File: config.mk
export PLATFORM = sky130hd
export DESIGN_NAME = bus_event_flags
export DESIGN_NICKNAME = d
export VERILOG_FILES = /design/src/rtl/bus_event_flags.v
export VERILOG_INCLUDE_DIRS = /design/src /design/src/rtl
export SDC_FILE = /design/constraint.sdc
export NUM_CORES = 1
export LEC_CHECK = 0
export BUFFER_PORTS_ARGS = -buffer_cell sky130_fd_sc_hd__buf_4
export CAP_MARGIN = 5
export CORE_MARGIN = 2
export CORE_UTILIZATION = 46
export CTS_CLUSTER_SIZE = 40
export DETAILED_ROUTE_END_ITERATION = 8
export PLACE_DENSITY_LB_ADDON = 0.25
export REMOVE_ABC_BUFFERS = 1
export SKIP_LAST_GASP = 1
export SYNTH_ARGS = -nofsm -noshare
export SYNTH_HDL_FRONTEND = slang
export SYNTH_SLANG_ARGS = --single-unit
File: constraint.sdc
create_clock -name clk -period 1.1 [get_ports clk]
set_input_delay 0.22 -clock clk [delete_from_list [all_inputs] [get_ports clk]]
set_output_delay 0.22 -clock clk [all_outputs]
set_load 0.1 [all_outputs]
File: src/rtl/bus_event_flags_regs.vh
// Functional notes
// - Acknowledge flag sets when data is low at the ninth clock rising edge.
// - Acknowledge flag clears on stop, next first clock, exit, disable, reset.
// - Wait release after ninth clock in transmit clears direction, floats data.
// - Start flag sets on start; marks the address byte period.
// - Start flag clears on stop, first clock after address, exit, disable, reset.
// - Stop flag sets on stop; the bus is free again.
// - Stop flag clears at address first clock after start, disable, or reset.
// - Direction one drives the output latch onto data; zero floats it.
`ifndef BUS_EVENT_FLAGS_REGS_VH
`define BUS_EVENT_FLAGS_REGS_VH
`define ACK_CLOCK_NUM   4'h9
`define FIRST_CLOCK_NUM 4'h1
`define BIT_CNT_RESET   4'h0
`define FLAG_RESET      1'b0
`endif

File: src/rtl/bus_event_flags.v
`timescale 1ns/1ns
`include "bus_event_flags_regs.vh"
module bus_event_flags (
	input  wire clk,
	input  wire rst_n,
	input  wire serial_clock_pin,
	input  wire serial_data_pin,
	input  wire bus_unit_on,
	input  wire comm_exit_cmd,
	input  wire wait_release_cmd,
	input  wire dir_set_cmd,
	input  wire out_latch_bit,
	output reg  ack_seen_flag,
	output reg  start_seen_flag,
	output reg  stop_seen_flag,
	output reg  transmit_direction_flag,
	output reg  sda_out,
	output reg  sda_oe
);

	// Line index for the synchroniser loop: clock first, then data
	localparam LINE_SCL = 0;
	localparam LINE_SDA = 1;
	localparam LINES    = 2;

	// Raw pins gathered so one loop serves both lines
	wire [LINES-1:0] pin_raw;
	// Second stage; the only synchronised level that logic may read
	wire [LINES-1:0] pin_sync;
	// History of the second stage, used to find edges
	wire [LINES-1:0] pin_prev;

	reg [3:0] bit_cnt_q;
	reg       addr_phase_q;
	reg       addr_done_q;
	reg       wait9_q;
	reg       dir_d;

	// Pins into the loop
	assign pin_raw[LINE_SCL] = serial_clock_pin;
	assign pin_raw[LINE_SDA] = serial_data_pin;

	// Two-stage synchronisers plus a history stage, one per bus line.
	// Reset to one: an idle bus is pulled high, so no false edge
	// appears when reset is released.
	genvar gi;
	generate
		for (gi = 0; gi < LINES; gi = gi + 1) begin : g_sync
			reg meta_q;
			reg sync_q;
			reg prev_q;
			// First stage may be metastable; only sync_q reads it
			always @(posedge clk) begin
				if (!rst_n) begin
					meta_q <= 1'b1;
					sync_q <= 1'b1;
					prev_q <= 1'b1;
				end else begin
					meta_q <= pin_raw[gi];
					sync_q <= meta_q;
					prev_q <= sync_q;
				end
			end
			assign pin_sync[gi] = sync_q;
			assign pin_prev[gi] = prev_q;
		end
	endgenerate

	// Short names for the synchronised levels and their history
	wire scl_now = pin_sync[LINE_SCL];
	wire scl_was = pin_prev[LINE_SCL];
	wire sda_now = pin_sync[LINE_SDA];
	wire sda_was = pin_prev[LINE_SDA];

	// Bus events seen through the synchronised lines.
	// Start and stop need the clock high on both samples, so a data
	// change that lands with a clock fall is never taken for one.
	wire scl_rise = scl_now & ~scl_was;
	wire scl_fall = ~scl_now & scl_was;
	wire start_ev = scl_now & scl_was & ~sda_now & sda_was;
	wire stop_ev  = scl_now & scl_was & sda_now & ~sda_was;

	// Clock position within the byte, counted from zero
	wire cnt_first = (bit_cnt_q == `BIT_CNT_RESET);
	wire cnt_ninth = (bit_cnt_q == (`ACK_CLOCK_NUM - `FIRST_CLOCK_NUM));
	wire first_ck  = scl_rise & cnt_first;
	wire ninth_ck  = scl_rise & cnt_ninth;

	// Disabling the unit acts as a clear for every flag
	wire clr_all  = ~bus_unit_on;
	// A release only counts while the ninth-clock wait is held
	wire rel_hit  = wait_release_cmd & wait9_q;

	// Clock counter; wraps after the ninth so the next rise is a first clock
	always @(posedge clk) begin
		if (!rst_n || clr_all || start_ev || stop_ev) begin
			bit_cnt_q <= `BIT_CNT_RESET;
		end else if (scl_rise) begin
			if (bit_cnt_q == (`ACK_CLOCK_NUM - 4'h1))
				bit_cnt_q <= `BIT_CNT_RESET;
			else
				bit_cnt_q <= bit_cnt_q + `FIRST_CLOCK_NUM;
		end
	end

	// Address byte tracking: completed once its ninth clock passes
	always @(posedge clk) begin
		if (!rst_n || clr_all || stop_ev) begin
			addr_phase_q <= 1'b0;
			addr_done_q  <= 1'b0;
		end else if (start_ev) begin
			addr_phase_q <= 1'b1;
			addr_done_q  <= 1'b0;
		end else if (ninth_ck && addr_phase_q) begin
			addr_phase_q <= 1'b0;
			addr_done_q  <= 1'b1;
		end else if (first_ck) begin
			addr_done_q  <= 1'b0;
		end
	end

	// Ack, start and stop flags below have no write path at all, so software cannot
	// alter them; they change only on bus events and clears

	// Acknowledge flag; the ninth-clock set wins over an exit clear (a disable still wins) in the
	// same cycle, so a late exit command cannot hide an ack
	always @(posedge clk) begin
		if (!rst_n || clr_all) begin
			ack_seen_flag <= `FLAG_RESET;
		end else if (ninth_ck && !sda_now) begin
			ack_seen_flag <= 1'b1;
		end else if (stop_ev || first_ck || comm_exit_cmd) begin
			ack_seen_flag <= 1'b0;
		end
	end

	// Start flag; stays up through the whole address byte
	always @(posedge clk) begin
		if (!rst_n || clr_all) begin
			start_seen_flag <= `FLAG_RESET;
		end else if (start_ev) begin
			start_seen_flag <= 1'b1;
		end else if (stop_ev || comm_exit_cmd ||
			(first_ck && addr_done_q)) begin
			start_seen_flag <= 1'b0;
		end
	end

	// Stop flag; the exit command deliberately leaves it alone
	always @(posedge clk) begin
		if (!rst_n || clr_all) begin
			stop_seen_flag <= `FLAG_RESET;
		end else if (stop_ev) begin
			stop_seen_flag <= 1'b1;
		end else if (first_ck && addr_phase_q) begin
			stop_seen_flag <= 1'b0;
		end
	end

	// Wait state after the ninth clock falls, until released
	always @(posedge clk) begin
		if (!rst_n || clr_all || stop_ev || wait_release_cmd)
			wait9_q <= 1'b0;
		else if (scl_fall && cnt_first && (addr_done_q | ack_seen_flag))
			wait9_q <= 1'b1;
	end

	// Next direction value; the pin enable registers the same value,
	// so the line is never driven while the flag reads receive
	always @* begin
		dir_d = transmit_direction_flag;
		if (clr_all || stop_ev || comm_exit_cmd)
			dir_d = 1'b0;
		else if (rel_hit && transmit_direction_flag)
			dir_d = 1'b0;
		else if (dir_set_cmd)
			dir_d = 1'b1;
	end

	// Direction flag register
	always @(posedge clk) begin
		if (!rst_n)
			transmit_direction_flag <= 1'b0;
		else
			transmit_direction_flag <= dir_d;
	end

	// Pin drive registered; enable moves with the flag, not after it
	always @(posedge clk) begin
		if (!rst_n) begin
			sda_out <= 1'b1;
			sda_oe  <= 1'b0;
		end else begin
			sda_out <= out_latch_bit;
			sda_oe  <= dir_d;
		end
	end

endmodule

Word level (Yosys, flattened, before mapping)
Cells that the tools add are included.
- flip-flop bits (word level): 18
- latch bits: 0
- bits in writable memories: 0
- bits in read-only memories: 0
- bits of input ports: 9
- logic and storage cells: 73
- memories kept: 0
- add/sub/neg operators: 1
- multiply operators: 0
- div/mod/pow operators: 0
- order comparisons: 0
- eq/ne operators: 1
- shifts and indexed selects: 0
- mux-type cells: 11
- bitwise operators: 17
- reductions and logical operators: 28
- operator list (cell ; number):
    logical OR 1 bit ; 11
    bitwise AND 1 bit ; 10
    2-to-1 mux 1 bit ; 10
    nonzero test 2 bit ; 5
    logical AND 1 bit ; 7
    inverter 1 bit ; 6
    adder 4 x 1 -> 4 bit (second input constant) ; 1
    == test 4 bit (second input constant) ; 1
    zero test 4 bit ; 1
    2-to-1 mux 4 bit ; 1
    OR reduction 3 bit ; 1
    zero test 1 bit ; 2
    OR reduction 2 bit ; 1
    OR 1 bit ; 1

Longest topological paths before layout
Gate-level depths: netlist (run 1).
- depth in word-level cells: 7
- mapped depth: 5
- gate-level depth less buffers: 5

Worst setup path before layout (run 1)
Ideal clock, no wire load.
- path kind: register -> output
- start: register sda_oe (netlist name)
- end: output port transmit_direction_flag
- data arrival time: 1.386 ns
- data required time: 0.880 ns
- setup slack: -0.506 ns
- cell stages (with the launch flop): 2
- path buffers: 1
- cells stage by stage: dfxtp_1 -> buf_4
- RTL lines (what ; line ; text):
    to (decl) ; bus_event_flags.v:16 ; output reg transmit_direction_flag,

Final worst setup path (run 1)
- start: register bit_cnt_q[1]
- end: register start_seen_flag
- longest elaborated chain between the ends: 5
- RTL lines (what ; line ; text):
    from (decl) ; bus_event_flags.v:33 ; reg [3:0] bit_cnt_q;
    from (signal assigned) ; bus_event_flags.v:97 ; bit_cnt_q <= `BIT_CNT_RESET;
    from (signal assigned) ; bus_event_flags.v:100 ; bit_cnt_q <= `BIT_CNT_RESET;
    from (signal assigned) ; bus_event_flags.v:102 ; bit_cnt_q <= bit_cnt_q + `FIRST_CLOCK_NUM;
    zero test 4 bit (no line) ; n/a ;
    bitwise AND 1 bit ; bus_event_flags.v:86 ; wire first_ck = scl_rise & cnt_first;
    logical AND 1 bit ; bus_event_flags.v:144 ; (first_ck && addr_done_q)) begin
    logical OR 1 bit ; bus_event_flags.v:143 ; end else if (stop_ev || comm_exit_cmd ||
    nonzero test 2 bit (no line) ; n/a ;
    to (signal assigned) ; bus_event_flags.v:140 ; start_seen_flag <= `FLAG_RESET;
    to (decl) ; bus_event_flags.v:14 ; output reg start_seen_flag,
No other way between the ends.
A chain may end at the register's enable or synchronous reset.

==> results.toml, run 1 <==
[floorplan]
dieArea_mm2 = 0.00196
start_util_pct = 49.4
die_y_um = 44.2
fp.dieW_um = 44.2
rows = 14
coreArea_mm2 = 0.00151
pin_count = 15

[hold_path]
min_from = "wait_release_cmd"
hold_depth = 2
whs_endpoint = "wait9_q$_SDFFE_PP0P_"
min_path_type = "in2reg"

[synth]
synth_cell_type_count = 32
synth_most_common_cell = "dfxtp_1"
asyncSetResetFlopFracSynth_pct = 0
synth_ff_type = "dfxtp_1"
synth_seq_cells = 18
syn_inst = 76
synth_area_um2 = 744
synth_enable_flop_cells = 0
ys_top_cells_by_area = "dfxtp_1, or2b_1, a21oi_1"
ys_seq_area_share_pct = 48.4
synth_warnings = 0
syn_area_per_cell_um2 = 9.80
netlist_top_cells_count = "dfxtp_1, inv_1, a21oi_1"
netlist.area_leader.share_pct = 48.4
yosysTopAreaCell = "dfxtp_1"

[power]
leakage_nw = 0.400
p_clk_share_pct = 33.4
pwr-share-seq_pct = 54.9
p_per_area_mw_per_mm2 = 1120
combPwrFrac_pct = 11.6
p_int_uw = 927
p_sw_share_pct = 24.5
vdd_drop_max_mv = 1.04
p_sw_uw = 300
p_total_mw = 1.23

[drt]
routed-via-count = 638
detail-route-antenna-nets = 0
drt-vias-per-instance = 5.50
wl_per_cell_um = 14.5
drtPass1Iterations = 4
drt_iter0_drc = 11
drc_errors = 0
wl_mm = 1.68

[finish]
layout-drive-gt1-share_pct = 52.0
design_area_mm2 = 0.00109
diodes = 0
final_nets = 112
area_growth_pct = 47.1
fin_cells = 116
filler_cell_count = 105

[timing]
slew_headroom_pct = 76.6
fin_crit_ps = 1160
rsz0062_at_grt = "yes"
max_freq_mhz = 864
worst_slack_ps = -57.6
setup_viol = 6
min_period_over_period_pct = 105
slew_violations = 0
hold_viol = 0
clock_skew_ps = 8.64
tightest_slew_ps = 346
finalSetupTns_ps = -195

[critical_path]
timing.critical_path.from = "bit_cnt_q[1]$_SDFFE_PP0P_"
startpoint_type = "register"
r2r_cells = 5
cp.arrival_ps = 1360
r2r_slack_ps = -60
reg2reg_from = "bit_cnt_q[1]$_SDFFE_PP0P_"
worstSetupEndpointType = "register"
cp_cell_sequence = "inv_2 -> ha_4 -> and4bb_2 -> nand3_2 -> o2bb2ai_2"
path_class = "reg2reg"
critPathRequiredTime_ps = 1300
crit_fanout = 4
cp_slowest_stage_delay_ps = 340
critPathSlowestCell = "dfxtp_2"
reg2reg_to = "start_seen_flag$_SDFFE_PP0P_"

[flow_run]
max_cap_viol_count = 0

[placed_design]
dpl_cell_area_um2 = 907
dp.cells = 111
dpl.hpwl_mm = 1.07
port_buffers = 14
place_congestion = 0.813
pre_cts_ws_ps = -78.4

[status]
status = "finished with violations"
violations = "negative setup slack"

[clock_tree]
cts_tree = "built"
clockRootBuffer = "clkbuf_4"
h-tree-depth = 1
cts.clk_slew.worst_paths_ps = 110
clkSinkCount = 18
clk_latency_ps = 300
cts_inserted_buffers = 3
hold_buffers = 0
clockBufferDepth = 2

[global_routing]
grt_pass1_vias = 614
antenna_found_initial = 0
grt_pass1_wl_mm = 2.55
track_usage_pct = 17.7
overflow = 0
grt_max_degree = 11
power by group through the flow:
stage	Clock [mW]	Combinational (mW)	Sequential, mW
2_1_floorplan	0	0.0351	0.728
3_3_place_gp	0	0.123	0.691
3_5_place_dp	0	0.123	0.691
4_1_cts	0.409	0.133	0.677
5_1_grt	0.440	0.153	0.676
6_report	0.410	0.143	0.674
what timing repair did:
item | CTS | global route
setup buffers | 0 | 1
pin swaps | 0 | 3
resized for setup | 26 | 15
endpoints found under the setup margin | 15 | 14
cells in the final DEF, fill, tap and decap left out, types with 2 or more instances in the layout:
master and n:
or2b_1 4, dfxtp_1 11, a211oi_1 2, dfxtp_4 3, inv_2 2, inv_1 4
a21oi_2 2, nand2_1 4, nand3_1 3, nor3_1 2, o21ai_0 2, dfxtp_2 4
nand2b_1 2, clkbuf_4 3, nor3_2 2, buf_4 15, buf_12 5, a21oi_1 4
cell type report:
type	instances	area (um2)	share of cell area [%]
clock buffer	4	36.3	3.31
timing repair buffer	21	224	20.5
tap	16	20.0	1.83
inverter	6	22.5	2.06
multi-input combinational	51	415	37.9
sequential	18	377	34.4
kinds of logic after synthesis:
logic type,synth area share [%]
AND/OR/NAND/NOR,27.4
XOR/XNOR,2.35
flip-flops,48.4
adder cells (fa/ha/maj),3.36
buffers and inverters,4.03
AO/OA/AOI/OAI,14.5
layer usage:
layer	wire length (um)	up-vias	GRT usage, %
met4	24	0	6.06
met3	72	2	4.08
met2	868	13	32.1
met1	713	306	20.3
li1	-	317	-
met5	0	-	0
registers in the layout, indices dropped and copies added, names as in the netlist, 2 cells and up:
register,cells
bit_cnt_q,4
g_sync.meta_q,2
g_sync.prev_q,2
g_sync.sync_q,2
through the flow:
| stage | hold WS, ps | utilization [%] |
|---|---|---|
| after global routing | 75.3 | 72.7 |
| final | 81.3 | 72.7 |
| after global placement | 393 | 60.2 |
| after CTS | 80.3 | 68.5 |
| after floorplan | 289 | - |
| after detailed placement | 397 | 60.2 |
critical path, delay by kind of cell (launching register included):
kind | cells | cell delay [ps]
AOI/OAI and AO/OA | 1 | 130
adders and majority gates | 1 | 150
buffers and inverters | 1 | 60
DFF | 1 | 340
and+or+nand+nor | 2 | 380
worst max-delay path by stage:
stage,slack (ps),cells past startpoint,endpoint
final,-60,5,start_seen_flag$_SDFFE_PP0P_
after floorplan,-970,2,sda_oe$_SDFFE_PP0P_
after global placement,-50,5,addr_done_q$_SDFFE_PP0P_
after detailed placement,-80,5,stop_seen_flag$_SDFFE_PP0P_
after CTS,-50,5,start_seen_flag$_SDFFE_PP0P_
after global routing,-90,5,ack_seen_flag$_SDFFE_PP0P_
No activity file was read; power rests on OpenSTA's default activity.
==> inputs of run 2 (changes only) <==
- CORE_MARGIN: 2 -> 5
- PLACE_DENSITY: not set -> 0.69
- PLACE_DENSITY_LB_ADDON: 0.25 -> not set
==> run 2 against run 1 <==
Compared with the run above:
- the run still ends with negative setup slack left
- global-route usage is 4.0 points lower
- clock power decreased by 25%
- worst hold slack improved by 24 ps
- final area is 1.7% higher
- critical endpoint unchanged
- largest power group unchanged
==> results.toml, run 2 (synthesis gave the netlist of run 1 again) <==
[timing]
slew_headroom_pct = 81.9
fin_crit_ps = 1160
max_freq_mhz = 859
tightest_slew_ps = 271
worst_slack_ps = -63.9
setup_viol = 4
hold_viol = 0
slew_violations = 0
finalSetupTns_ps = -119
clock_skew_ps = 14.0
rsz0062_at_grt = "yes"
min_period_over_period_pct = 106

[floorplan]
start_util_pct = 48.9
rows = 14
fp.dieW_um = 50.2
pin_count = 15
dieArea_mm2 = 0.00252
coreArea_mm2 = 0.00152
die_y_um = 50.2

[critical_path]
startpoint_type = "register"
cp.arrival_ps = 1360
crit_fanout = 4
critPathSlowestCell = "dfxtp_2"
r2r_slack_ps = -60
critPathRequiredTime_ps = 1290
cp_cell_sequence = "inv_2 -> ha_4 -> and4bb_2 -> nand3_2 -> o2bb2ai_2"
r2r_cells = 5
cp_slowest_stage_delay_ps = 340
timing.critical_path.from = "bit_cnt_q[0]$_SDFFE_PP0P_"
path_class = "reg2reg"
reg2reg_from = "bit_cnt_q[0]$_SDFFE_PP0P_"
reg2reg_to = "start_seen_flag$_SDFFE_PP0P_"
worstSetupEndpointType = "register"

[global_routing]
grt_max_degree = 10
grtUsageMet3_pct = 3.85
use_met1_pct = 17.0
met2_usage_pct = 22.4
grt_pass1_wl_mm = 2.72
track_usage_pct = 13.7
overflow = 0
busiest_layer = "met2"
grt_pass1_vias = 657
antenna_found_initial = 0

[finish]
regMostFlops = "bit_cnt_q"
area_growth_pct = 49.6
post-route-util_pct = 73.1
final_cell_mix = "buf_4, dfxtp_1, buf_12, dfxtp_2"
largest_reg_flops = 4
layout-drive-gt1-share_pct = 52.5
final_nets = 114
design_area_mm2 = 0.00111
filler_cell_count = 116
seq_area_um2 = 374
final_common_cell = "buf_4"
multi_input_area_um2 = 427
diodes = 0

[drt]
drtPass1Iterations = 4
routed-via-count = 638
drt_iter0_drc = 2
drc_errors = 0
drt-vias-per-instance = 5.45
detail-route-antenna-nets = 0
wl_per_cell_um = 14.2
wl_mm = 1.67

[placed_design]
port_buffers = 14
pre_cts_ws_ps = -76.4
place_congestion = 0.799
dpl.hpwl_mm = 1.16
dpl_cell_area_um2 = 922

[power]
p_int_uw = 862
combPwrFrac_pct = 13.3
vdd_drop_max_mv = 0.799
leakage_nw = 0.408
p_sw_share_pct = 24.1
p_clk_share_pct = 27.0
pwr-share-seq_pct = 59.7
p_per_area_mw_per_mm2 = 1020
p_sw_uw = 273

[status]
status = "finished with violations"
violations = "negative setup slack"

[flow_run]
max_cap_viol_count = 0

[hold_path]
min_from = "comm_exit_cmd"
min_path_type = "in2reg"
whs_endpoint = "sda_oe$_SDFFE_PP0P_"
hold_depth = 2

[clock_tree]
clk_latency_ps = 290
clockBufferDepth = 2
cts_tree = "built"
clkSinkCount = 18
cts_inserted_buffers = 3
clockRootBuffer = "clkbuf_4"
h-tree-depth = 1
cts.clk_slew.worst_paths_ps = 100
hold_buffers = 0
## run 2: through the flow
| stage | power (mW) | hold slack, ps | cells |
|---|---|---|---|
| final | 1.13 | 106 | 117 |
| after global routing | 1.19 | 91.5 | 117 |
| after CTS | 1.14 | 93.0 | 117 |
| after detailed placement | 0.819 | 392 | 113 |
| after global placement | 0.818 | 391 | 113 |
| after floorplan | 0.763 | 289 | 75 |
## run 2: power by group through the flow
stage,Clock (mW),Combinational [mW],Sequential [mW]
floorplan,0,0.0351,0.728
global placement,0,0.128,0.690
CTS,0.320,0.141,0.677
finish,0.306,0.151,0.677
global route,0.352,0.161,0.680
detailed placement,0,0.129,0.691
## run 2: worst max-delay path by stage
stage / cells after the start / slack (ps) / end
2_1_floorplan: 2 / -970 / sda_oe$_SDFFE_PP0P_
3_3_place_gp: 5 / -60 / addr_done_q$_SDFFE_PP0P_
3_5_place_dp: 5 / -80 / stop_seen_flag$_SDFFE_PP0P_
4_1_cts: 5 / -40 / start_seen_flag$_SDFFE_PP0P_
5_1_grt: 5 / -110 / start_seen_flag$_SDFFE_PP0P_
6_report: 5 / -60 / start_seen_flag$_SDFFE_PP0P_
## run 2: cell type report
| class | instances | area share (%) |
|---|---|---|
| clock buffers | 3 | 2.02 |
| inverters | 6 | 2.02 |
| multi-input cells | 51 | 38.3 |
| flip-flops and latches | 18 | 33.6 |
| well taps | 16 | 1.80 |
| repair buffers | 23 | 22.2 |
## run 2: critical path, delay by kind of cell, from the launching register on
kind | cells | cell delay [ps]
AND/OR/NAND/NOR | 2 | 390
flip-flops | 1 | 340
adder cells (fa/ha/maj) | 1 | 160
AO/OA/AOI/OAI | 1 | 120
buffers and inverters | 1 | 60
## run 2: routing by layer
metal	part of all wire, %	up-vias	wire length [um]
li1	-	319	-
met1	44	302	725
met2	51	15	850
met3	4.7	2	79
met4	0.60	0	10
met5	0	-	0
## run 2: what timing repair did
action,4_1_cts,5_1_grt
pin swaps,1,4
endpoints found under the setup margin,13,14
resized for setup,28,14
setup buffers,1,0
